<file path="src/shared/apr_pkg.sv">
`default_nettype none
package apr_pkg;

  // clock and timing
  localparam int unsigned CLK_PERIOD_NS      = 25;
  localparam int unsigned PPS_PERIOD_MS      = 1000;
  localparam int unsigned PPS_PERIOD_CYC     = PPS_PERIOD_MS * 1000000 / CLK_PERIOD_NS;
  localparam int unsigned PPS_TOL_US         = 1000;
  localparam int unsigned PPS_TOL_CYC        = PPS_TOL_US * 1000 / CLK_PERIOD_NS;
  localparam int unsigned TRIG_MIN_HIGH_NS   = 100;
  localparam int unsigned TRIG_MIN_HIGH_CYC  =
    (TRIG_MIN_HIGH_NS + CLK_PERIOD_NS - 1) / CLK_PERIOD_NS;

  // register bus
  localparam int unsigned ADDR_W             = 8;
  localparam int unsigned DATA_W             = 32;
  localparam logic [7:0]  BRD_CTRL_ADDR      = 8'h00;
  localparam logic [7:0]  PPS_CTRL_ADDR      = 8'h1C;
  localparam logic [7:0]  PPS_STAT_ADDR      = 8'h20;

  // board control fields
  localparam int unsigned ARM_BIT            = 0;
  localparam int unsigned SW_SYNC_BIT        = 1;
  localparam int unsigned FLUSH_BIT          = 2;
  localparam int unsigned ACQ_READY_BIT      = 3;

  // reference lock control fields
  localparam int unsigned TARGET_LSB         = 0;
  localparam int unsigned TARGET_W           = 20;
  localparam int unsigned LOCK_EN_BIT        = 20;
  localparam int unsigned WIDE_BIT           = 21;
  localparam int unsigned FALL_SEL_BIT       = 22;
  localparam int unsigned PULSE_LOCK_BIT     = 24;
  localparam int unsigned RATE_LOCK_BIT      = 25;
  localparam logic [19:0] TARGET_RST         = 20'h02000;

  // correction limits, in sample sets per second
  localparam logic [2:0]  CORR_NARROW        = 3'h1;
  localparam logic [2:0]  CORR_WIDE          = 3'h5;

  typedef enum logic [1:0] {
    L_OFF  = 2'b00,
    L_SEEK = 2'b01,
    L_MEAS = 2'b10,
    L_RUN  = 2'b11
  } apr_lock_t;

  typedef enum logic [1:0] {
    T_IDLE  = 2'b00,
    T_ARMED = 2'b01,
    T_WAIT  = 2'b10
  } apr_trig_t;

endpackage
`default_nettype wire

</file>
<file path="src/hdl/apr_pin_edge.sv">
`timescale 1ns/1ps
`default_nettype none
module apr_pin_edge
#(
  parameter int unsigned MIN_HIGH = 1
)
(
  input  wire logic clk_in,
  input  wire logic rst_b_in,
  input  wire logic pin_in,
  input  wire logic invert_in,
  output logic      edge_out
);

  localparam int unsigned CW = $clog2(MIN_HIGH + 1);
  localparam logic [CW-1:0] MIN_C = CW'(MIN_HIGH);

  logic          meta_q;
  logic          sync_q;
  logic          prev_q;
  logic          lvl;
  logic [CW-1:0] cnt_q;
  logic [CW-1:0] cnt_d;

  initial
  begin
    if (MIN_HIGH < 1)
      $error("MIN_HIGH must be at least one");
  end

  always_ff @(posedge clk_in or negedge rst_b_in)
  begin
    if (!rst_b_in)
    begin
      meta_q <= 1'b0;
      sync_q <= 1'b0;
    end
    else
    begin
      meta_q <= pin_in;
      sync_q <= meta_q;
    end
  end

  assign lvl = sync_q ^ invert_in;

  // a level already high at reset is not an edge
  always_comb
  begin
    cnt_d = cnt_q;
    if (!lvl)
      cnt_d = '0;
    else if (!prev_q)
      cnt_d = CW'(1);
    else if (cnt_q != '0 && cnt_q != MIN_C)
      cnt_d = cnt_q + CW'(1);
  end

  always_ff @(posedge clk_in or negedge rst_b_in)
  begin
    if (!rst_b_in)
    begin
      prev_q   <= 1'b1;
      cnt_q    <= '0;
      edge_out <= 1'b0;
    end
    else
    begin
      prev_q   <= lvl;
      cnt_q    <= cnt_d;
      edge_out <= (cnt_d == MIN_C) && (cnt_q != MIN_C);
    end
  end

endmodule
`default_nettype wire

</file>
<file path="src/hdl/apr_ctrl.sv">
// Strobed register access and the address map were left to the implementer.
`timescale 1ns/1ps
`default_nettype none
// Function
// - once both locks hold, count sample sets each second and compare with target
// - count equal to target means no correction that second
// - count one above target drops the next whole sample set
// - count one below target repeats the last acquired sample set
// - error beyond the allowed correction stops acquisition and relocks
// - wide-correction bit raises the allowed correction from one to five
// - with a good reference both locks rise within seconds, then acquisition runs
// - arm bit enters triggered mode, buffer cleared and held until trigger
// - external trigger is edge detected and must stay high 100 ns
// - after trigger buffer stays reset until next scan; arm self-clears there
// - acquisition-ready flag rises when the trigger sequence completes
// - further triggers are ignored until arm is set again
// - reference-pulse lock is inactive while arm is set
// - writing flush-on-sync high forces the arm bit to zero
// - scan alignment across boards is kept after a trigger
// - every board armed, initiator triggers, all start on next scan
// - lock enable clears buffer, halts acquisition, loops lock checks until both pass
// - target field is bits 0 to 19, default 0x2000
// - reference aligns to rising edge, or falling edge when selected
// - pulse lock means about one pulse per second; rate lock means count equals target (once running, rate lock stays set through in-limit corrections)
module apr_ctrl
  import apr_pkg::*;
#(
  parameter int unsigned ONE_SEC_CYC = PPS_PERIOD_CYC,
  parameter int unsigned TOL_CYC     = PPS_TOL_CYC
)
(
  input  wire logic              CLK_IN,
  input  wire logic              RST_B_IN,
  input  wire logic [ADDR_W-1:0] REG_ADDR_IN,
  input  wire logic [DATA_W-1:0] REG_WDATA_IN,
  input  wire logic              REG_WR_IN,
  input  wire logic              REG_RD_IN,
  output logic      [DATA_W-1:0] REG_RDATA_OUT,
  input  wire logic              EXTERNAL_TIMING_INPUT_IN,
  input  wire logic              SCAN_SET_IN,
  output logic                   STORE_SET_OUT,
  output logic                   REPEAT_SET_OUT,
  output logic                   BUF_CLEAR_OUT,
  output logic                   ACQ_READY_OUT,
  output logic                   PULSE_LOCKED_OUT,
  output logic                   RATE_LOCKED_OUT
);

  localparam int unsigned CYC_W = $clog2(ONE_SEC_CYC + TOL_CYC + 2);
  localparam logic [CYC_W-1:0] PER_MIN = CYC_W'(ONE_SEC_CYC - TOL_CYC);
  localparam logic [CYC_W-1:0] PER_MAX = CYC_W'(ONE_SEC_CYC + TOL_CYC);
  localparam int unsigned CNT_W = TARGET_W + 1;

  initial
  begin
    if (TOL_CYC == 0 || TOL_CYC >= ONE_SEC_CYC)
      $error("TOL_CYC must be above zero and below ONE_SEC_CYC");
  end

  // magnitude of a signed count error
  function automatic logic [CNT_W:0] abs_err(input logic signed [CNT_W:0] v);
    abs_err = v[CNT_W] ? (CNT_W+1)'(0) - v : v;
  endfunction

  // saturating reduction to a correction amount
  function automatic logic [2:0] corr_amt(input logic [CNT_W:0] v);
    corr_amt = (v > (CNT_W+1)'(7)) ? 3'h7 : v[2:0];
  endfunction

  logic [TARGET_W-1:0] target_q;
  logic                lock_en_q;
  logic                wide_q;
  logic                fall_sel_q;
  logic                arm_q;
  logic                flush_q;
  logic                pulse_lock_q;
  logic                rate_lock_q;
  logic [CNT_W-1:0]    last_cnt_q;
  logic [CNT_W-1:0]    samp_cnt_q;
  logic [CYC_W-1:0]    cyc_q;
  logic [2:0]          drop_q;
  logic [2:0]          rep_q;
  logic                ready_q;
  logic [DATA_W-1:0]   rdata_q;
  apr_lock_t           lock_q;
  apr_trig_t           trig_q;

  logic                pps_edge;
  logic                ext_edge;
  logic                wr_brd;
  logic                wr_pps;
  logic                arm_set;
  logic                flush_wr;
  logic                sw_sync;
  logic                lock_start;
  logic                lock_active;
  logic                trig_ev;
  logic                trig_done;
  logic                period_ok;
  logic                timeout;
  logic                acq_en;
  logic [2:0]          corr_max;
  logic signed [CNT_W:0] err;
  logic [CNT_W:0]      err_mag;

  // reference and trigger share the external timing pin
  apr_pin_edge #(.MIN_HIGH(1)) u_pps_edge
  (
    .clk_in    (CLK_IN),
    .rst_b_in  (RST_B_IN),
    .pin_in    (EXTERNAL_TIMING_INPUT_IN),
    .invert_in (fall_sel_q),
    .edge_out  (pps_edge)
  );

  apr_pin_edge #(.MIN_HIGH(TRIG_MIN_HIGH_CYC)) u_trig_edge
  (
    .clk_in    (CLK_IN),
    .rst_b_in  (RST_B_IN),
    .pin_in    (EXTERNAL_TIMING_INPUT_IN),
    .invert_in (1'b0),
    .edge_out  (ext_edge)
  );

  assign wr_brd   = REG_WR_IN && (REG_ADDR_IN == BRD_CTRL_ADDR);
  assign wr_pps   = REG_WR_IN && (REG_ADDR_IN == PPS_CTRL_ADDR);
  assign flush_wr = wr_brd && REG_WDATA_IN[FLUSH_BIT];
  assign arm_set  = wr_brd && REG_WDATA_IN[ARM_BIT] && !REG_WDATA_IN[FLUSH_BIT];
  assign sw_sync  = wr_brd && REG_WDATA_IN[SW_SYNC_BIT];

  // arm holds the reference lock off; it restarts after the trigger completes
  assign lock_active = lock_en_q && !arm_q;
  assign lock_start  = wr_pps && REG_WDATA_IN[LOCK_EN_BIT] && !lock_en_q;

  // pin trigger only counts while the pin is not serving as the reference
  assign trig_ev   = sw_sync || (ext_edge && !lock_en_q);
  assign trig_done = (trig_q == T_WAIT) && SCAN_SET_IN;

  assign period_ok = (cyc_q >= PER_MIN) && (cyc_q <= PER_MAX);
  assign timeout   = (cyc_q > PER_MAX);
  assign corr_max  = wide_q ? CORR_WIDE : CORR_NARROW;
  assign err       = $signed({1'b0, samp_cnt_q}) - $signed({2'b00, target_q});
  assign err_mag   = abs_err(err);

  assign acq_en = ((trig_q == T_IDLE) || trig_done)
                  && !lock_start && !arm_set && !(sw_sync && flush_q)
                  && (!lock_active || lock_q == L_RUN);

  // lock control register
  always_ff @(posedge CLK_IN or negedge RST_B_IN)
  begin
    if (!RST_B_IN)
    begin
      target_q   <= TARGET_RST;
      lock_en_q  <= 1'b0;
      wide_q     <= 1'b0;
      fall_sel_q <= 1'b0;
    end
    else if (wr_pps)
    begin
      target_q   <= REG_WDATA_IN[TARGET_LSB +: TARGET_W];
      lock_en_q  <= REG_WDATA_IN[LOCK_EN_BIT];
      wide_q     <= REG_WDATA_IN[WIDE_BIT];
      fall_sel_q <= REG_WDATA_IN[FALL_SEL_BIT];
    end
  end

  // arm bit: a software set beats the self-clear, a flush write beats both
  always_ff @(posedge CLK_IN or negedge RST_B_IN)
  begin
    if (!RST_B_IN)
    begin
      arm_q   <= 1'b0;
      flush_q <= 1'b0;
    end
    else
    begin
      if (wr_brd)
        flush_q <= REG_WDATA_IN[FLUSH_BIT];
      if (flush_wr)
        arm_q <= 1'b0;
      else if (arm_set)
        arm_q <= 1'b1;
      else if (trig_done)
        arm_q <= 1'b0;
    end
  end

  // trigger sequence
  always_ff @(posedge CLK_IN or negedge RST_B_IN)
  begin
    if (!RST_B_IN)
      trig_q <= T_IDLE;
    else if (flush_wr)
      trig_q <= T_IDLE;
    else if (arm_set)
      trig_q <= T_ARMED;
    else
    begin
      unique case (trig_q)
        T_IDLE:
          trig_q <= T_IDLE;
        T_ARMED:
          if (trig_ev)
            trig_q <= T_WAIT;
        T_WAIT:
          if (SCAN_SET_IN)
            trig_q <= T_IDLE;
        default:
          trig_q <= T_IDLE;
      endcase
    end
  end

  // second boundaries: counters restart at each selected reference edge
  always_ff @(posedge CLK_IN or negedge RST_B_IN)
  begin
    if (!RST_B_IN)
    begin
      cyc_q      <= '0;
      samp_cnt_q <= '0;
      last_cnt_q <= '0;
    end
    else if (!lock_active || lock_start)
    begin
      cyc_q      <= '0;
      samp_cnt_q <= '0;
    end
    else if (pps_edge)
    begin
      cyc_q      <= '0;
      samp_cnt_q <= SCAN_SET_IN ? CNT_W'(1) : '0;
      last_cnt_q <= samp_cnt_q;
    end
    else
    begin
      if (!timeout)
        cyc_q <= cyc_q + CYC_W'(1);
      if (SCAN_SET_IN && samp_cnt_q != '1)
        samp_cnt_q <= samp_cnt_q + CNT_W'(1);
    end
  end

  // locking sequence and lock flags
  always_ff @(posedge CLK_IN or negedge RST_B_IN)
  begin
    if (!RST_B_IN)
    begin
      lock_q       <= L_OFF;
      pulse_lock_q <= 1'b0;
      rate_lock_q  <= 1'b0;
    end
    else if (!lock_active)
    begin
      lock_q       <= L_OFF;
      pulse_lock_q <= 1'b0;
      rate_lock_q  <= 1'b0;
    end
    else if (lock_start)
    begin
      lock_q       <= L_SEEK;
      pulse_lock_q <= 1'b0;
      rate_lock_q  <= 1'b0;
    end
    else
    begin
      unique case (lock_q)
        L_OFF:
          lock_q <= L_SEEK;
        L_SEEK:
          if (pps_edge)
            lock_q <= L_MEAS;
        L_MEAS:
          if (timeout)
          begin
            lock_q       <= L_SEEK;
            pulse_lock_q <= 1'b0;
            rate_lock_q  <= 1'b0;
          end
          else if (pps_edge)
          begin
            pulse_lock_q <= period_ok;
            rate_lock_q  <= (err == '0);
            if (period_ok && err == '0)
              lock_q <= L_RUN;
          end
        L_RUN:
          if (timeout || (pps_edge && (!period_ok || err_mag > 4'(corr_max))))
          begin
            lock_q       <= L_SEEK;
            pulse_lock_q <= 1'b0;
            rate_lock_q  <= 1'b0;
          end
      endcase
    end
  end

  // pending corrections, consumed one per sample set
  always_ff @(posedge CLK_IN or negedge RST_B_IN)
  begin
    if (!RST_B_IN)
    begin
      drop_q <= '0;
      rep_q  <= '0;
    end
    else if (lock_q != L_RUN || !lock_active)
    begin
      drop_q <= '0;
      rep_q  <= '0;
    end
    else if (pps_edge && period_ok && err_mag <= 4'(corr_max))
    begin
      drop_q <= err[CNT_W] ? 3'h0 : corr_amt(err_mag);
      rep_q  <= err[CNT_W] ? corr_amt(err_mag) : 3'h0;
    end
    else if (SCAN_SET_IN)
    begin
      if (drop_q != '0)
        drop_q <= drop_q - 3'h1;
      else if (rep_q != '0)
        rep_q <= rep_q - 3'h1;
    end
  end

  // sample set gating toward the buffer
  always_ff @(posedge CLK_IN or negedge RST_B_IN)
  begin
    if (!RST_B_IN)
    begin
      STORE_SET_OUT  <= 1'b0;
      REPEAT_SET_OUT <= 1'b0;
    end
    else
    begin
      STORE_SET_OUT  <= SCAN_SET_IN && acq_en && (drop_q == '0);
      REPEAT_SET_OUT <= SCAN_SET_IN && acq_en && (drop_q == '0)
                        && (rep_q != '0);
    end
  end

  // buffer clear: held through arm and trigger wait, pulsed at lock start
  always_ff @(posedge CLK_IN or negedge RST_B_IN)
  begin
    if (!RST_B_IN)
      BUF_CLEAR_OUT <= 1'b0;
    else
      BUF_CLEAR_OUT <= lock_start || arm_set
                       || (trig_q == T_ARMED)
                       || ((trig_q == T_WAIT) && !SCAN_SET_IN)
                       || (sw_sync && flush_q);
  end

  // ready rises once both the trigger sequence and the lock sequence are done
  always_ff @(posedge CLK_IN or negedge RST_B_IN)
  begin
    if (!RST_B_IN)
      ready_q <= 1'b0;
    else
      ready_q <= (trig_q == T_IDLE || trig_done) && !arm_set
                 && (!lock_active || lock_q == L_RUN);
  end

  // register read, data valid in the cycle after the strobe only
  always_ff @(posedge CLK_IN or negedge RST_B_IN)
  begin
    if (!RST_B_IN)
      rdata_q <= '0;
    else if (!REG_RD_IN)
      rdata_q <= '0;
    else
    begin
      rdata_q <= '0;
      unique case (REG_ADDR_IN)
        BRD_CTRL_ADDR:
        begin
          rdata_q[ARM_BIT]       <= arm_q;
          rdata_q[FLUSH_BIT]     <= flush_q;
          rdata_q[ACQ_READY_BIT] <= ready_q;
        end
        PPS_CTRL_ADDR:
        begin
          rdata_q[TARGET_LSB +: TARGET_W] <= target_q;
          rdata_q[LOCK_EN_BIT]            <= lock_en_q;
          rdata_q[WIDE_BIT]               <= wide_q;
          rdata_q[FALL_SEL_BIT]           <= fall_sel_q;
          rdata_q[PULSE_LOCK_BIT]         <= pulse_lock_q;
          rdata_q[RATE_LOCK_BIT]          <= rate_lock_q;
        end
        PPS_STAT_ADDR:
          rdata_q[CNT_W-1:0] <= last_cnt_q;
        default:
          rdata_q <= '0;
      endcase
    end
  end

  assign REG_RDATA_OUT    = rdata_q;
  assign ACQ_READY_OUT    = ready_q;
  assign PULSE_LOCKED_OUT = pulse_lock_q;
  assign RATE_LOCKED_OUT  = rate_lock_q;

endmodule
`default_nettype wire

</file>
<file path="config.mk">
export PLATFORM = sky130hd
export DESIGN_NAME = apr_ctrl
export DESIGN_NICKNAME = d
export VERILOG_FILES = /design/src/shared/apr_pkg.sv /design/src/hdl/apr_pin_edge.sv /design/src/hdl/apr_ctrl.sv
export SDC_FILE = /design/constraint.sdc
export NUM_CORES = 1
export LEC_CHECK = 0
export ABC_AREA = 1
export BUFFER_PORTS_ARGS = -buffer_cell sky130_fd_sc_hd__buf_2
export CAP_MARGIN = 20
export CORE_AREA = 4 4 92 181
export CTS_CLUSTER_DIAMETER = 120
export CTS_CLUSTER_SIZE = 20
export DETAILED_ROUTE_END_ITERATION = 6
export DIE_AREA = 0 0 96 185
export HOLD_SLACK_MARGIN = 0.06
export PLACE_DENSITY = 0.79
export SYNTH_ARGS = -nofsm -noshare
export SYNTH_HDL_FRONTEND = slang
export SYNTH_HIERARCHICAL = 1
export SYNTH_SLANG_ARGS = --single-unit
export TNS_END_PERCENT = 1
</file>
<file path="constraint.sdc">
create_clock -name CLK_IN -period 4.5 [get_ports CLK_IN]
set_input_delay 0.9 -clock CLK_IN [delete_from_list [all_inputs] [get_ports CLK_IN]]
set_output_delay 0.9 -clock CLK_IN [all_outputs]
set_load 0.02 [all_outputs]
</file>
== After elaboration in Yosys (flattened, before gate mapping) ==
Index checks and enable logic that the tools add are counted.

* Input bits: 46
* Flip-flop bits (word level): 145
* Logic and storage cells: 194

* Add/sub/neg operators: 7
* Equality and inequality tests: 20
* Multiplexer cells: 60
* $lt $le $gt $ge: 6
* Reduce and logical (&&, ||, !) cells: 70
* Bitwise operators: 3

{| class="wikitable"
|+ Operator list
! kind !! count
|-
| $mux 26 || 4
|-
| $mux 21 || 3
|-
| $mux 3 || 16
|-
| $pmux 17 s2 || 1
|-
| $logic_and 1x1->1 || 31
|-
| $add 26x1->26 const B || 1
|-
| $ge 26x26->1 const B || 1
|-
| $gt 26x26->1 const B || 1
|-
| $le 26x26->1 const B || 1
|-
| $mux 2 || 13
|-
| $reduce_bool 3->1 || 8
|-
| $gt 22x3->1 || 1
|-
| $gt 22x3->1 const B || 1
|-
| $le 22x3->1 || 1
|-
| $logic_not 22->1 || 1
|-
| $mux 22 || 1
|-
| $sub 1x22->22 const A || 1
|-
| $sub 21x20->22 || 1
|-
| $add 21x1->21 const B || 1
|-
| $ne 21x21->1 const B || 1
|-
| $mux 1 || 15
|-
| $ne 4x4->1 const B || 3
|-
| $logic_or 1x1->1 || 11
|-
| $logic_not 1->1 || 9
|-
| 27 further kinds || 39
|}

== Logic depth before layout (Yosys ltp) ==
Gate-level depths: netlist (run 1).

* Word-level depth: 12
* Depth in mapped cells: 30
* Mapped depth without buffers: 30

== Cells and area by module ==
Netlist (run 1), hierarchy kept.

{| class="wikitable"
|+ By module, submodules not included
! module !! sequential area each (um^2) !! area each (um^2) !! times used !! cells each
|-
| apr_ctrl || 3354.5 || 8498.2 || 1 || 1197
|-
| apr_pin_edge (u_trig_edge) || 176.4 || 332.8 || 1 || 41
|-
| apr_pin_edge (u_pps_edge) || 126.4 || 182.7 || 1 || 18
|}

== Worst setup path after synthesis (run 1) ==
No wires, ideal clock.

* Kind: reg2reg
* Start: register target_q[13]
* End: register rep_q[0]
* Clock period less this slack: 3.209 ns
* Setup slack: 1.291 ns
* Data required time: 4.382 ns
* Arrival time: 3.092 ns
* Path buffers: 1
* Setup time: 0.118 ns
* Cell stages (with the launch flop): 24
* Path through: dfstp_2 > inv_1 > ha_1 > nand2_1 > inv_1 > and3_1 > o21ai_1 > nand3_2 > buf_4 > nor2_1 > xor2_1 > inv_1 > ha_1 > nand2_1 > nor2_1 > nand3_1 > nor3_1 > nand2_1 > nand2_2 > nand2_4 > inv_2 > nand2_1 > nand3_1 > nand2_1

* Word-level cells in the longest chain between the ends: 8

{| class="wikitable"
|+ Ends and longest elaborated chain
! item !! RTL line !! RTL
|-
| start: declaration || apr_ctrl.sv:70 || <nowiki>logic [TARGET_W-1:0] target_q;</nowiki>
|-
| start signal: assignment || apr_ctrl.sv:161 || <nowiki>target_q <= REG_WDATA_IN[TARGET_LSB +: TARGET_W];</nowiki>
|-
| $sub 21x20->22 * || apr_ctrl.sv:142 || <nowiki>assign err = $signed({1'b0, samp_cnt_q}) - $signed({2'b00, target_q});</nowiki>
|-
| $sub 1x22->22 || apr_ctrl.sv:62 || <nowiki>abs_err = v[CNT_W] ? (CNT_W+1)'(0) - v : v;</nowiki>
|-
| $mux 22 || apr_ctrl.sv:62 ||
|-
| $gt 22x3->1 || apr_ctrl.sv:67 || <nowiki>corr_amt = (v > (CNT_W+1)'(7)) ? 3'h7 : v[2:0];</nowiki>
|-
| $mux 3 || apr_ctrl.sv:67 ||
|-
| $mux 3 || apr_ctrl.sv:314 || <nowiki>rep_q <= err[CNT_W] ? corr_amt(err_mag) : 3'h0;</nowiki>
|-
| $mux 3 || apr_ctrl.sv:311 || <nowiki>else if (pps_edge && period_ok && err_mag <= 4'(corr_max))</nowiki>
|-
| $mux 3 || apr_ctrl.sv:306 || <nowiki>else if (lock_q != L_RUN || !lock_active)</nowiki>
|-
| end signal: assignment || apr_ctrl.sv:314 ||
|-
| end signal: assignment || apr_ctrl.sv:321 || <nowiki>rep_q <= rep_q - 3'h1;</nowiki>
|-
| end: declaration || apr_ctrl.sv:82 || <nowiki>logic [2:0] rep_q;</nowiki>
|}

Mark *: on every way between the ends. The rest lies on a longest branch, timed or not.
A chain may end at the register's enable or synchronous reset.

== Worst setup path after layout (run 1) ==
* Start: register samp_cnt_q[1]
* End: register samp_cnt_q[17]

* Word-level cells in the longest chain between the ends: 4

{| class="wikitable"
|+ Ends and longest elaborated chain
! item !! RTL line !! RTL
|-
| start: declaration || apr_ctrl.sv:79 || <nowiki>logic [CNT_W-1:0] samp_cnt_q;</nowiki>
|-
| start signal: assignment || apr_ctrl.sv:232 || <nowiki>samp_cnt_q <= SCAN_SET_IN ? CNT_W'(1) : '0;</nowiki>
|-
| start signal: assignment || apr_ctrl.sv:240 || <nowiki>samp_cnt_q <= samp_cnt_q + CNT_W'(1);</nowiki>
|-
| $add 21x1->21 || apr_ctrl.sv:240 ||
|-
| $mux 21 || apr_ctrl.sv:239 || <nowiki>if (SCAN_SET_IN && samp_cnt_q != '1)</nowiki>
|-
| $mux 21 || apr_ctrl.sv:229 || <nowiki>else if (pps_edge)</nowiki>
|-
| $mux 21 || apr_ctrl.sv:224 || <nowiki>else if (!lock_active || lock_start)</nowiki>
|}

Several ways; a longest one is shown, not always the timed one. The select of a mux whose other input is x is not followed.

==> results.py, run 1 <==
metrics = {
    "status": {
        "status": "finished clean",
    },
    "synthesis": {
        "syn-instance-count": 1256,
        "ys_warn_count": 6,
        "avgSynthCellArea_um2": 7.18,
        "yosysUniqueCellTypes": 56,
        "mappedNetlistArea_um2": 9010,
        "yosysSeqAreaShare": 0.406,
        "synthArstFlopShare": 1.00,
        "synth-compound-area-share": 0.120,
        "synthMuxAreaShare": 0.00125,
        "ys_ff_latch": 146,
        "synthSimpleGateAreaFrac": 0.304,
        "synth_top_family_by_area": "simple AND/OR/NAND/NOR gates",
        "synth_edf_count": 0,
        "synth_fa_ha_area_frac": 0.0494,
        "synth_xor_area_frac": 0.00875,
        "synthFlopType": "dfrtp_1",
    },
    "worst_setup_path": {
        "max_stage_delay_ns": 0.64,
        "r2r_cells": 13,
        "cp-startpoint": "samp_cnt_q[1]$_DFFE_PN0P_",
        "cpMostUsedCell": "inv_1",
        "r2r-start": "samp_cnt_q[1]$_DFFE_PN0P_",
        "path_cells": "ha_1 -> inv_1 -> nor3_1 -> nand4_1 -> nor4_1 -> a21oi_1 -> nor2_1 -> inv_1 -> nand3_1 -> nor3_1 -> inv_1 -> o21ai_0 -> a21oi_1",
        "critPathMaxFanout": 6,
        "worstSetupPathType": "flop to flop",
        "cp-end-kind": "flop",
        "reg2reg_to": "samp_cnt_q[17]$_DFFE_PN0P_",
        "cp-endpoint": "samp_cnt_q[17]$_DFFE_PN0P_",
        "crit_arrival_ns": 4.32,
        "path_buf_inv": 3,
        "critPathRequiredTime_ns": 4.83,
        "r2r_slack_ns": 0.51,
        "cpLargestDelayFamily": "simple AND/OR/NAND/NOR gates",
        "worst-path-stages": 13,
        "start_kind": "flop",
        "cpMaxStageDelayCell": "nor3_1",
    },
    "timing": {
        "fmax_mhz": 251,
        "drv_slew": 0,
        "hold_slack_ns": 0.348,
        "fin_ws_ns": 0.514,
        "period_share": 0.886,
        "hold_viol": 0,
        "fin_crit_ns": 3.99,
        "fin_worst_skew_ns": 0.0119,
        "worst_pin_slew_ns": 0.998,
        "slew-limit-headroom": 0.333,
        "fin_setup_tns_ns": 0,
        "setup_viol": 0,
        "rsz0062_at_grt": "no",
    },
    "die": {
        "start_util": 0.589,
        "die_w_um": 96,
        "ios": 84,
        "die-area_um2": 17800,
        "die_y_um": 185,
        "core-area_um2": 15300,
        "rows": 64,
    },
    "clocking": {
        "clockRootBuffer": "clkbuf_16",
        "tritoncts": "done",
        "cts_setup_buffers": 0,
        "cts_made_buffers": 17,
        "clock-sinks": 146,
        "cts_resized": 0,
        "cts.clk_slew.worst_paths_ns": 0.06,
        "clk_path_buf_depth": 2,
        "clkLatencyLatePin_ns": 0.43,
        "cts_hold_buf": 0,
        "h-tree-depth": 4,
    },
    "placement": {
        "place.gp.congestion": 0.952,
        "numPortBuffers": 67,
        "placed_cells": 1508,
        "place_ws_ns": 0.757,
        "dpl_cell_area_um2": 9550,
        "dpl.hpwl_um": 16900,
    },
    "power": {
        "p_leak_nw": 5.21,
        "ir_drop_mv": 0.259,
        "p_total_mw": 3.89,
        "powerDensity_nw_per_um2": 382,
    },
    "finish": {
        "fillers": 1356,
        "stdcell_count": 1540,
        "postLayoutCellArea_um2": 10200,
        "diodes": 0,
        "multi_input_area_um2": 4400,
        "drive_gt1_frac": 0.115,
        "regArea_um2": 3660,
        "area_growth_pct": 12.9,
        "nets": 1410,
        "final_util": 0.665,
    },
    "global_route": {
        "antenna_found_initial": 1,
        "grt_first_pass_wirelength_um": 37500,
        "grt_pass1_vias": 8297,
        "grt_start_max_net_pins": 93,
        "grt_overflow": 0,
        "grtUsageTotal": 0.272,
    },
    "detailed_routing": {
        "vias_per_cell": 5.44,
        "remaining_drc_errors": 0,
        "totalWireLength_um": 22600,
        "first_iter_violations": 443,
        "wire_per_inst_um": 14.7,
        "drtPass1Iterations": 5,
        "ant_nets": 0,
        "vias": 8379,
    },
    "job": {
        "cap_violations": 0,
    },
    "min_path": {
        "min_path_type": "flop to flop",
    },
}
## kinds of logic after synthesis
| kind of cell | after synthesis |
|---|---|
| adders and majority gates | 35 |
| xor gates and xnor gates | 9 |
| muxes | 1 |
| DFF | 146 |
| and+or+nand+nor | 615 |
| other | 1 |
| AOI/OAI and AO/OA | 197 |
| buffers and inverters | 252 |
## layer usage
metal  up-vias  part of all wire  GRT usage  wire length (µm)
met2       227              0.54      0.487             12300
met1      3904              0.36      0.283              8230
met5         -                 0          0                 0
met3        87             0.036     0.0423               825
met4         0             0.058      0.181              1300
li1       4161                 -          -                 -
## cell type report
cell class	instances	share of cell area
clock buffers	25	0.0497
clock inverters	7	0.0118
inverters	225	0.0832
multi-input cells	866	0.432
flip-flops and latches	146	0.359
well taps	198	0.0243
repair buffers	73	0.0392
## cells in the final DEF, fill, tap and decap left out, drive strengths merged, types with 2 or more instances in the layout
master  instances
o21bai          4
dfstp           3
conb            9
or2             2
nand3          78
nand4          21
nor4            9
a211oi          5
nor2          110
ha             34
o21ai          83
nand3b          7
a31oi           2
clkinv          3
o211ai          3
bufinv          3
xnor2           5
dfrtp         143
a21oi          70
o21a            2
nor3           40
o22ai          20
xor2            4
nand2         343
inv           225
buf            73
clkbuf         25
## synthesized netlist by cell type (all sizes together) (2+ instances only)
cell,count,share of area
nand2,343,0.15
a31oi,2,0.0014
a21oi,70,0.039
nor3,40,0.024
nand3b,7,0.0058
dfrtp,143,0.40
nand4,21,0.015
dfstp,3,0.0087
o211ai,3,0.0025
clkbuf,15,0.0062
o21ai,83,0.047
or2,2,0.0014
ha,34,0.047
o21a,2,0.0017
nor4,9,0.0062
xor2,4,0.0039
inv,224,0.094
buf,12,0.0096
o22ai,20,0.014
a211oi,5,0.0042
o21bai,4,0.0033
nor2,110,0.050
nand3,78,0.047
xnor2,5,0.0049
## state kept, by name, indices dropped and copies added (netlist names), 2 cells and up
signal	count
last_cnt_q	21
cyc_q	26
trig_q	2
lock_q	2
samp_cnt_q	21
REG_RDATA_OUT	25
u_trig_edge/cnt_q	3
drop_q	3
target_q	20
rep_q	3
## worst min-delay path by stage
stage	start	endpoint	slack (ns)	cells after the start
after global routing	u_pps_edge/meta_q$_DFF_PN0_	u_pps_edge/sync_q$_DFF_PN0_	0.36	0
after CTS	u_pps_edge/meta_q$_DFF_PN0_	u_pps_edge/sync_q$_DFF_PN0_	0.35	0
after floorplan	u_pps_edge/meta_q$_DFF_PN0_	u_pps_edge/sync_q$_DFF_PN0_	0.33	0
after global placement	u_trig_edge/meta_q$_DFF_PN0_	u_trig_edge/sync_q$_DFF_PN0_	0.34	0
after detailed placement	u_pps_edge/meta_q$_DFF_PN0_	u_pps_edge/sync_q$_DFF_PN0_	0.34	0
final	u_pps_edge/meta_q$_DFF_PN0_	u_pps_edge/sync_q$_DFF_PN0_	0.35	0
## power by group
group | internal (mW) | switching [mW] | total, mW | leakage, nW
clock | 0.948 | 0.547 | 1.50 | 0.304
combinational | 0.306 | 0.599 | 0.906 | 3.01
sequential | 1.42 | 0.0685 | 1.48 | 1.89
total | 2.67 | 1.21 | 3.89 | 5.21
Note: power is estimated with default switching activity, not from simulation.
==> inputs of run 2 (changes only) <==
CORE_AREA = 4 4 89 174   (was 4 4 92 181)
DIE_AREA = 0 0 93 178   (was 0 0 96 185)
PLACE_DENSITY = 0.85   (was 0.79)
clock period = 4.8 ns   (was 4.5 ns; I/O delays follow)
==> results.py, run 2 (synthesis gave the netlist of run 1 again) <==
metrics = {
    "timing": {
        "fin_setup_tns_ns": 0,
        "fin_ws_ns": 0.928,
        "fmax_mhz": 258,
        "drv_slew": 0,
        "fin_crit_ns": 3.87,
        "period_share": 0.807,
        "setup_viol": 0,
        "slew-limit-headroom": 0.501,
        "fin_worst_skew_ns": 0.0103,
        "hold_viol": 0,
        "rsz0062_at_grt": "no",
        "worst_pin_slew_ns": 0.749,
        "hold_slack_ns": 0.355,
    },
    "clocking": {
        "cts_made_buffers": 17,
        "clkLatencyLatePin_ns": 0.43,
        "clk_path_buf_depth": 2,
        "tritoncts": "done",
        "cts.clk_slew.worst_paths_ns": 0.07,
        "clockRootBuffer": "clkbuf_16",
        "h-tree-depth": 4,
        "cts_setup_buffers": 0,
        "cts_hold_buf": 0,
        "clock-sinks": 146,
        "cts_resized": 0,
    },
    "worst_setup_path": {
        "critPathMaxFanout": 15,
        "r2r_slack_ns": 0.93,
        "start_kind": "flop",
        "cp-end-kind": "flop",
        "worstSetupPathType": "flop to flop",
        "r2r_cells": 22,
        "crit_arrival_ns": 4.17,
        "reg2reg_to": "rep_q[1]$_DFFE_PN0P_",
        "r2r-start": "target_q[13]$_DFFE_PN1P_",
        "critPathRequiredTime_ns": 5.10,
    },
    "job": {
        "cap_violations": 0,
    },
    "detailed_routing": {
        "remaining_drc_errors": 0,
        "vias": 8615,
        "totalWireLength_um": 23800,
        "first_iter_violations": 457,
        "ant_nets": 0,
        "drtPass1Iterations": 5,
        "wire_per_inst_um": 15.5,
        "vias_per_cell": 5.62,
    },
    "finish": {
        "fillers": 1157,
        "final_util": 0.723,
        "nets": 1413,
        "postLayoutCellArea_um2": 10100,
        "drive_gt1_frac": 0.120,
        "final_cell_mix": "323 x nand2_1, 218 x inv_1, 143 x dfrtp_1, 101 x nor2_1, 81 x o21ai_0",
        "final_common_cell": "nand2_1",
        "stdcell_count": 1534,
        "largest_reg_flops": 26,
        "top_register": "cyc_q",
        "diodes": 0,
        "regArea_um2": 3660,
        "multi_input_area_um2": 4400,
        "area_growth_pct": 12.6,
    },
    "placement": {
        "placed_cells": 1502,
        "numPortBuffers": 67,
        "dpl.hpwl_um": 17300,
        "place.gp.congestion": 0.961,
        "place_ws_ns": 1.06,
        "dpl_cell_area_um2": 9550,
    },
    "power": {
        "powerDensity_nw_per_um2": 355,
        "p_leak_nw": 5.21,
        "p_total_mw": 3.60,
        "ir_drop_mv": 0.236,
    },
    "global_route": {
        "grtUsageTotal": 0.306,
        "grt_start_max_net_pins": 83,
        "antenna_found_initial": 0,
        "grt_pass1_vias": 8982,
        "grt_overflow": 0,
        "grt_first_pass_wirelength_um": 40100,
    },
    "min_path": {
        "min_path_type": "flop to flop",
        "worstHoldEndpoint": "u_trig_edge/sync_q$_DFF_PN0_",
        "min_from": "u_trig_edge/meta_q$_DFF_PN0_",
        "whs_path_depth": 0,
    },
    "die": {
        "ios": 84,
        "die_w_um": 93,
        "core-area_um2": 14000,
        "die-area_um2": 16600,
        "start_util": 0.642,
        "die_y_um": 178,
        "rows": 61,
    },
    "status": {
        "status": "finished clean",
    },
}
-- run 2: changes by cell type in the layout (fill, tap and decap cells not counted) --
| cell | delta |
|---|---|
| buf_4 | +4 |
| clkbuf_1 | -3 |
| clkbuf_8 | -3 |
| clkinv_4 | +3 |
| inv_6 | +3 |
| buf_12 | -1 |
| bufinv_16 | -1 |
| clkinv_2 | +1 |
-- run 2: layer usage --
layer | share of wire | routed length (µm) | global-route usage
met4 | 0.071 | 1700 | 0.228
met3 | 0.044 | 1040 | 0.0464
met1 | 0.34 | 8170 | 0.307
met5 | 0 | 0 | 0
met2 | 0.54 | 12900 | 0.557
-- run 2: how the worst max path moves through the flow --
stage                               startpoint                     to  slack [ns]  cells past startpoint
floorplan             target_q[13]$_DFFE_PN1P_   rep_q[0]$_DFFE_PN0P_        1.59                     23
global placement      target_q[13]$_DFFE_PN1P_  drop_q[2]$_DFFE_PN0P_        1.17                     22
detailed placement    target_q[13]$_DFFE_PN1P_  drop_q[2]$_DFFE_PN0P_        1.06                     22
CTS                   target_q[13]$_DFFE_PN1P_   rep_q[1]$_DFFE_PN0P_        0.98                     22
global route        samp_cnt_q[14]$_DFFE_PN0P_   rep_q[1]$_DFFE_PN0P_        0.60                     21
finish                target_q[13]$_DFFE_PN1P_   rep_q[1]$_DFFE_PN0P_        0.93                     22
-- run 2: report_power, final --
part / internal, mW / leakage [nW] / switching (mW)
logic: 0.288 / 3.02 / 0.571
clock network: 0.801 / 0.295 / 0.549
registers: 1.33 / 1.89 / 0.0651
total: 2.42 / 5.21 / 1.18
-- run 2: cell type report --
cell class                      count  share of cell area
Timing Repair Buffer               76              0.0403
Inverter                          225              0.0835
Multi-Input combinational cell    866               0.433
Tap cell                          189              0.0233
Clock inverter                     13              0.0145
Sequential cell                   146               0.360
Clock buffer                       19              0.0446
-- run 2: critical path, cell delays in order, from the launching register on --
cell and delay [ns]:
dfstp_2 0.52, inv_1 0.07, ha_1 0.38, nand2_1 0.13
inv_1 0.07, and3_1 0.20, o21ai_1 0.10, nand3_2 0.30
nor2_1 0.22, xor2_1 0.23, inv_1 0.09, ha_1 0.27
nand2_1 0.06, nor2_1 0.16, nand3_1 0.09, nor3_1 0.20
nand2_1 0.09, nand2_2 0.11, nand2_4 0.10, inv_2 0.10
nand2_1 0.08, nand3_1 0.09, nand2_1 0.08
==> inputs of run 3 (changes only) <==
CORE_AREA = 4 4 92 181   (was 4 4 89 174)
DIE_AREA = 0 0 96 185   (was 0 0 93 178)
PLACE_DENSITY = 0.79   (was 0.85)
clock period = 4 ns   (was 4.8 ns; I/O delays follow)
==> results.py, run 3 (synthesis gave the netlist of run 1 again) <==
metrics = {
    "status": {
        "status": "finished clean",
    },
    "timing": {
        "setup_viol": 0,
        "slew-limit-headroom": 0.314,
        "fin_worst_skew_ns": 0.00890,
        "worst_pin_slew_ns": 1.03,
        "fin_ws_ns": 0.311,
        "fin_crit_ns": 3.69,
        "hold_viol": 0,
        "fin_setup_tns_ns": 0,
        "rsz0062_at_grt": "no",
        "drv_slew": 0,
        "fmax_mhz": 271,
        "period_share": 0.922,
    },
    "detailed_routing": {
        "drtPass1Iterations": 5,
        "wire_per_inst_um": 14.7,
        "totalWireLength_um": 22900,
        "vias": 8345,
        "remaining_drc_errors": 0,
        "vias_per_cell": 5.38,
        "first_iter_violations": 431,
        "ant_nets": 0,
    },
    "die": {
        "die_y_um": 185,
        "die_w_um": 96,
        "ios": 84,
        "die-area_um2": 17800,
        "start_util": 0.589,
        "rows": 64,
        "core-area_um2": 15300,
    },
    "clocking": {
        "clock-sinks": 146,
        "cts_resized": 0,
        "cts_made_buffers": 17,
        "cts_setup_buffers": 0,
        "cts_hold_buf": 0,
        "h-tree-depth": 4,
        "cts.clk_slew.worst_paths_ns": 0.06,
        "clk_path_buf_depth": 2,
        "clockRootBuffer": "clkbuf_16",
        "clkLatencyLatePin_ns": 0.43,
        "tritoncts": "done",
    },
    "global_route": {
        "grt_first_pass_wirelength_um": 38100,
        "grt_overflow": 0,
        "antenna_found_initial": 0,
        "grt_start_max_net_pins": 66,
        "grt_pass1_vias": 8400,
        "grtUsageTotal": 0.275,
    },
    "min_path": {
        "worstHoldEndpoint": "u_trig_edge/sync_q$_DFF_PN0_",
        "min_path_type": "flop to flop",
        "whs_path_depth": 0,
        "min_from": "u_trig_edge/meta_q$_DFF_PN0_",
    },
    "worst_setup_path": {
        "max_stage_delay_ns": 0.51,
        "cpMaxStageDelayCell": "dfstp_2",
        "r2r-start": "target_q[13]$_DFFE_PN1P_",
        "r2r_slack_ns": 0.31,
        "critPathMaxFanout": 11,
        "worstSetupPathType": "flop to flop",
        "start_kind": "flop",
        "path_buf_inv": 4,
        "reg2reg_to": "drop_q[0]$_DFFE_PN0P_",
        "path_cells": "inv_1 -> ha_1 -> nand2_1 -> inv_1 -> and3_1 -> o21ai_1 -> nand3_2 -> nor2_1 -> xor2_1 -> inv_1 -> ha_1 -> nand2_1 -> nor2_1 -> nand3_1 -> nor3_1 -> nand2_1 -> nand2_2 -> nand2_4 -> inv_2 -> nand2_1 -> nand3_1 -> nand2_1",
        "critPathRequiredTime_ns": 4.32,
        "cpLargestDelayFamily": "simple AND/OR/NAND/NOR gates",
        "cp-end-kind": "flop",
        "crit_arrival_ns": 4.01,
        "r2r_cells": 22,
        "cpMostUsedCell": "nand2_1",
    },
    "finish": {
        "drive_gt1_frac": 0.121,
        "multi_input_area_um2": 4400,
        "nets": 1420,
        "final_cell_mix": "323 x nand2_1, 218 x inv_1, 143 x dfrtp_1, 101 x nor2_1, 81 x o21ai_0",
        "top_register": "cyc_q",
        "area_growth_pct": 13.0,
        "fillers": 1330,
        "largest_reg_flops": 26,
        "final_common_cell": "nand2_1",
        "diodes": 0,
        "regArea_um2": 3660,
    },
    "placement": {
        "place.gp.congestion": 0.977,
        "dpl.hpwl_um": 17400,
        "numPortBuffers": 67,
        "place_ws_ns": 0.366,
    },
    "job": {
        "cap_violations": 0,
    },
    "power": {
        "p_leak_nw": 5.22,
        "powerDensity_nw_per_um2": 417,
        "ir_drop_mv": 0.304,
    },
}
## run 3: cell types whose count changed in the layout (fill, tap and decap cells not counted), sizes merged
cell      change
buf           +7
clkbuf        +4
clkinv        -2
clkinvlp      +2
inv           -4
## run 3: power breakdown
| part | internal [mW] | switching (mW) |
|---|---|---|
| Clock | 0.948 | 0.606 |
| Sequential | 1.59 | 0.0781 |
| Combinational | 0.353 | 0.672 |
| Total | 2.89 | 1.36 |
## run 3: worst max path at each step
stage                               from  cells past startpoint                     endpoint  slack [ns]
6_report        target_q[13]$_DFFE_PN1P_                     22        drop_q[0]$_DFFE_PN0P_        0.31
5_1_grt        samp_cnt_q[0]$_DFFE_PN0P_                     24        drop_q[1]$_DFFE_PN0P_        0.04
4_1_cts         target_q[13]$_DFFE_PN1P_                     22  RATE_LOCKED_OUT$_DFFE_PN0P_        0.32
3_5_place_dp    target_q[13]$_DFFE_PN1P_                     22        drop_q[2]$_DFFE_PN0P_        0.37
3_3_place_gp    target_q[13]$_DFFE_PN1P_                     22         rep_q[1]$_DFFE_PN0P_        0.42
2_1_floorplan   target_q[13]$_DFFE_PN1P_                     23         rep_q[0]$_DFFE_PN0P_        0.79
## run 3: metrics by stage
step	util	instance area, µm²	total power, mW	hold WS [ns]	cells
floorplan	-	9040	2.44	0.331	1264
global placement	0.629	9610	2.68	0.336	1518
detailed placement	0.629	9610	2.71	0.340	1518
CTS	0.666	10200	4.27	0.357	1550
global route	0.666	10200	4.50	0.371	1550
finish	0.666	10200	4.25	0.353	1550
## run 3: final cells by class
class	instances	area share
sequential	146	0.359
multi-input combinational	866	0.432
timing repair buffer	83	0.0453
clock inverter	9	0.0104
clock buffer	23	0.0459
inverter	225	0.0831
tap	198	0.0243
## run 3: layer usage
| metal | GRT usage | share of wire |
|---|---|---|
| met2 | 0.509 | 0.55 |
| met4 | 0.153 | 0.049 |
| met5 | 0 | 0 |
| met1 | 0.287 | 0.37 |
| met3 | 0.0394 | 0.028 |
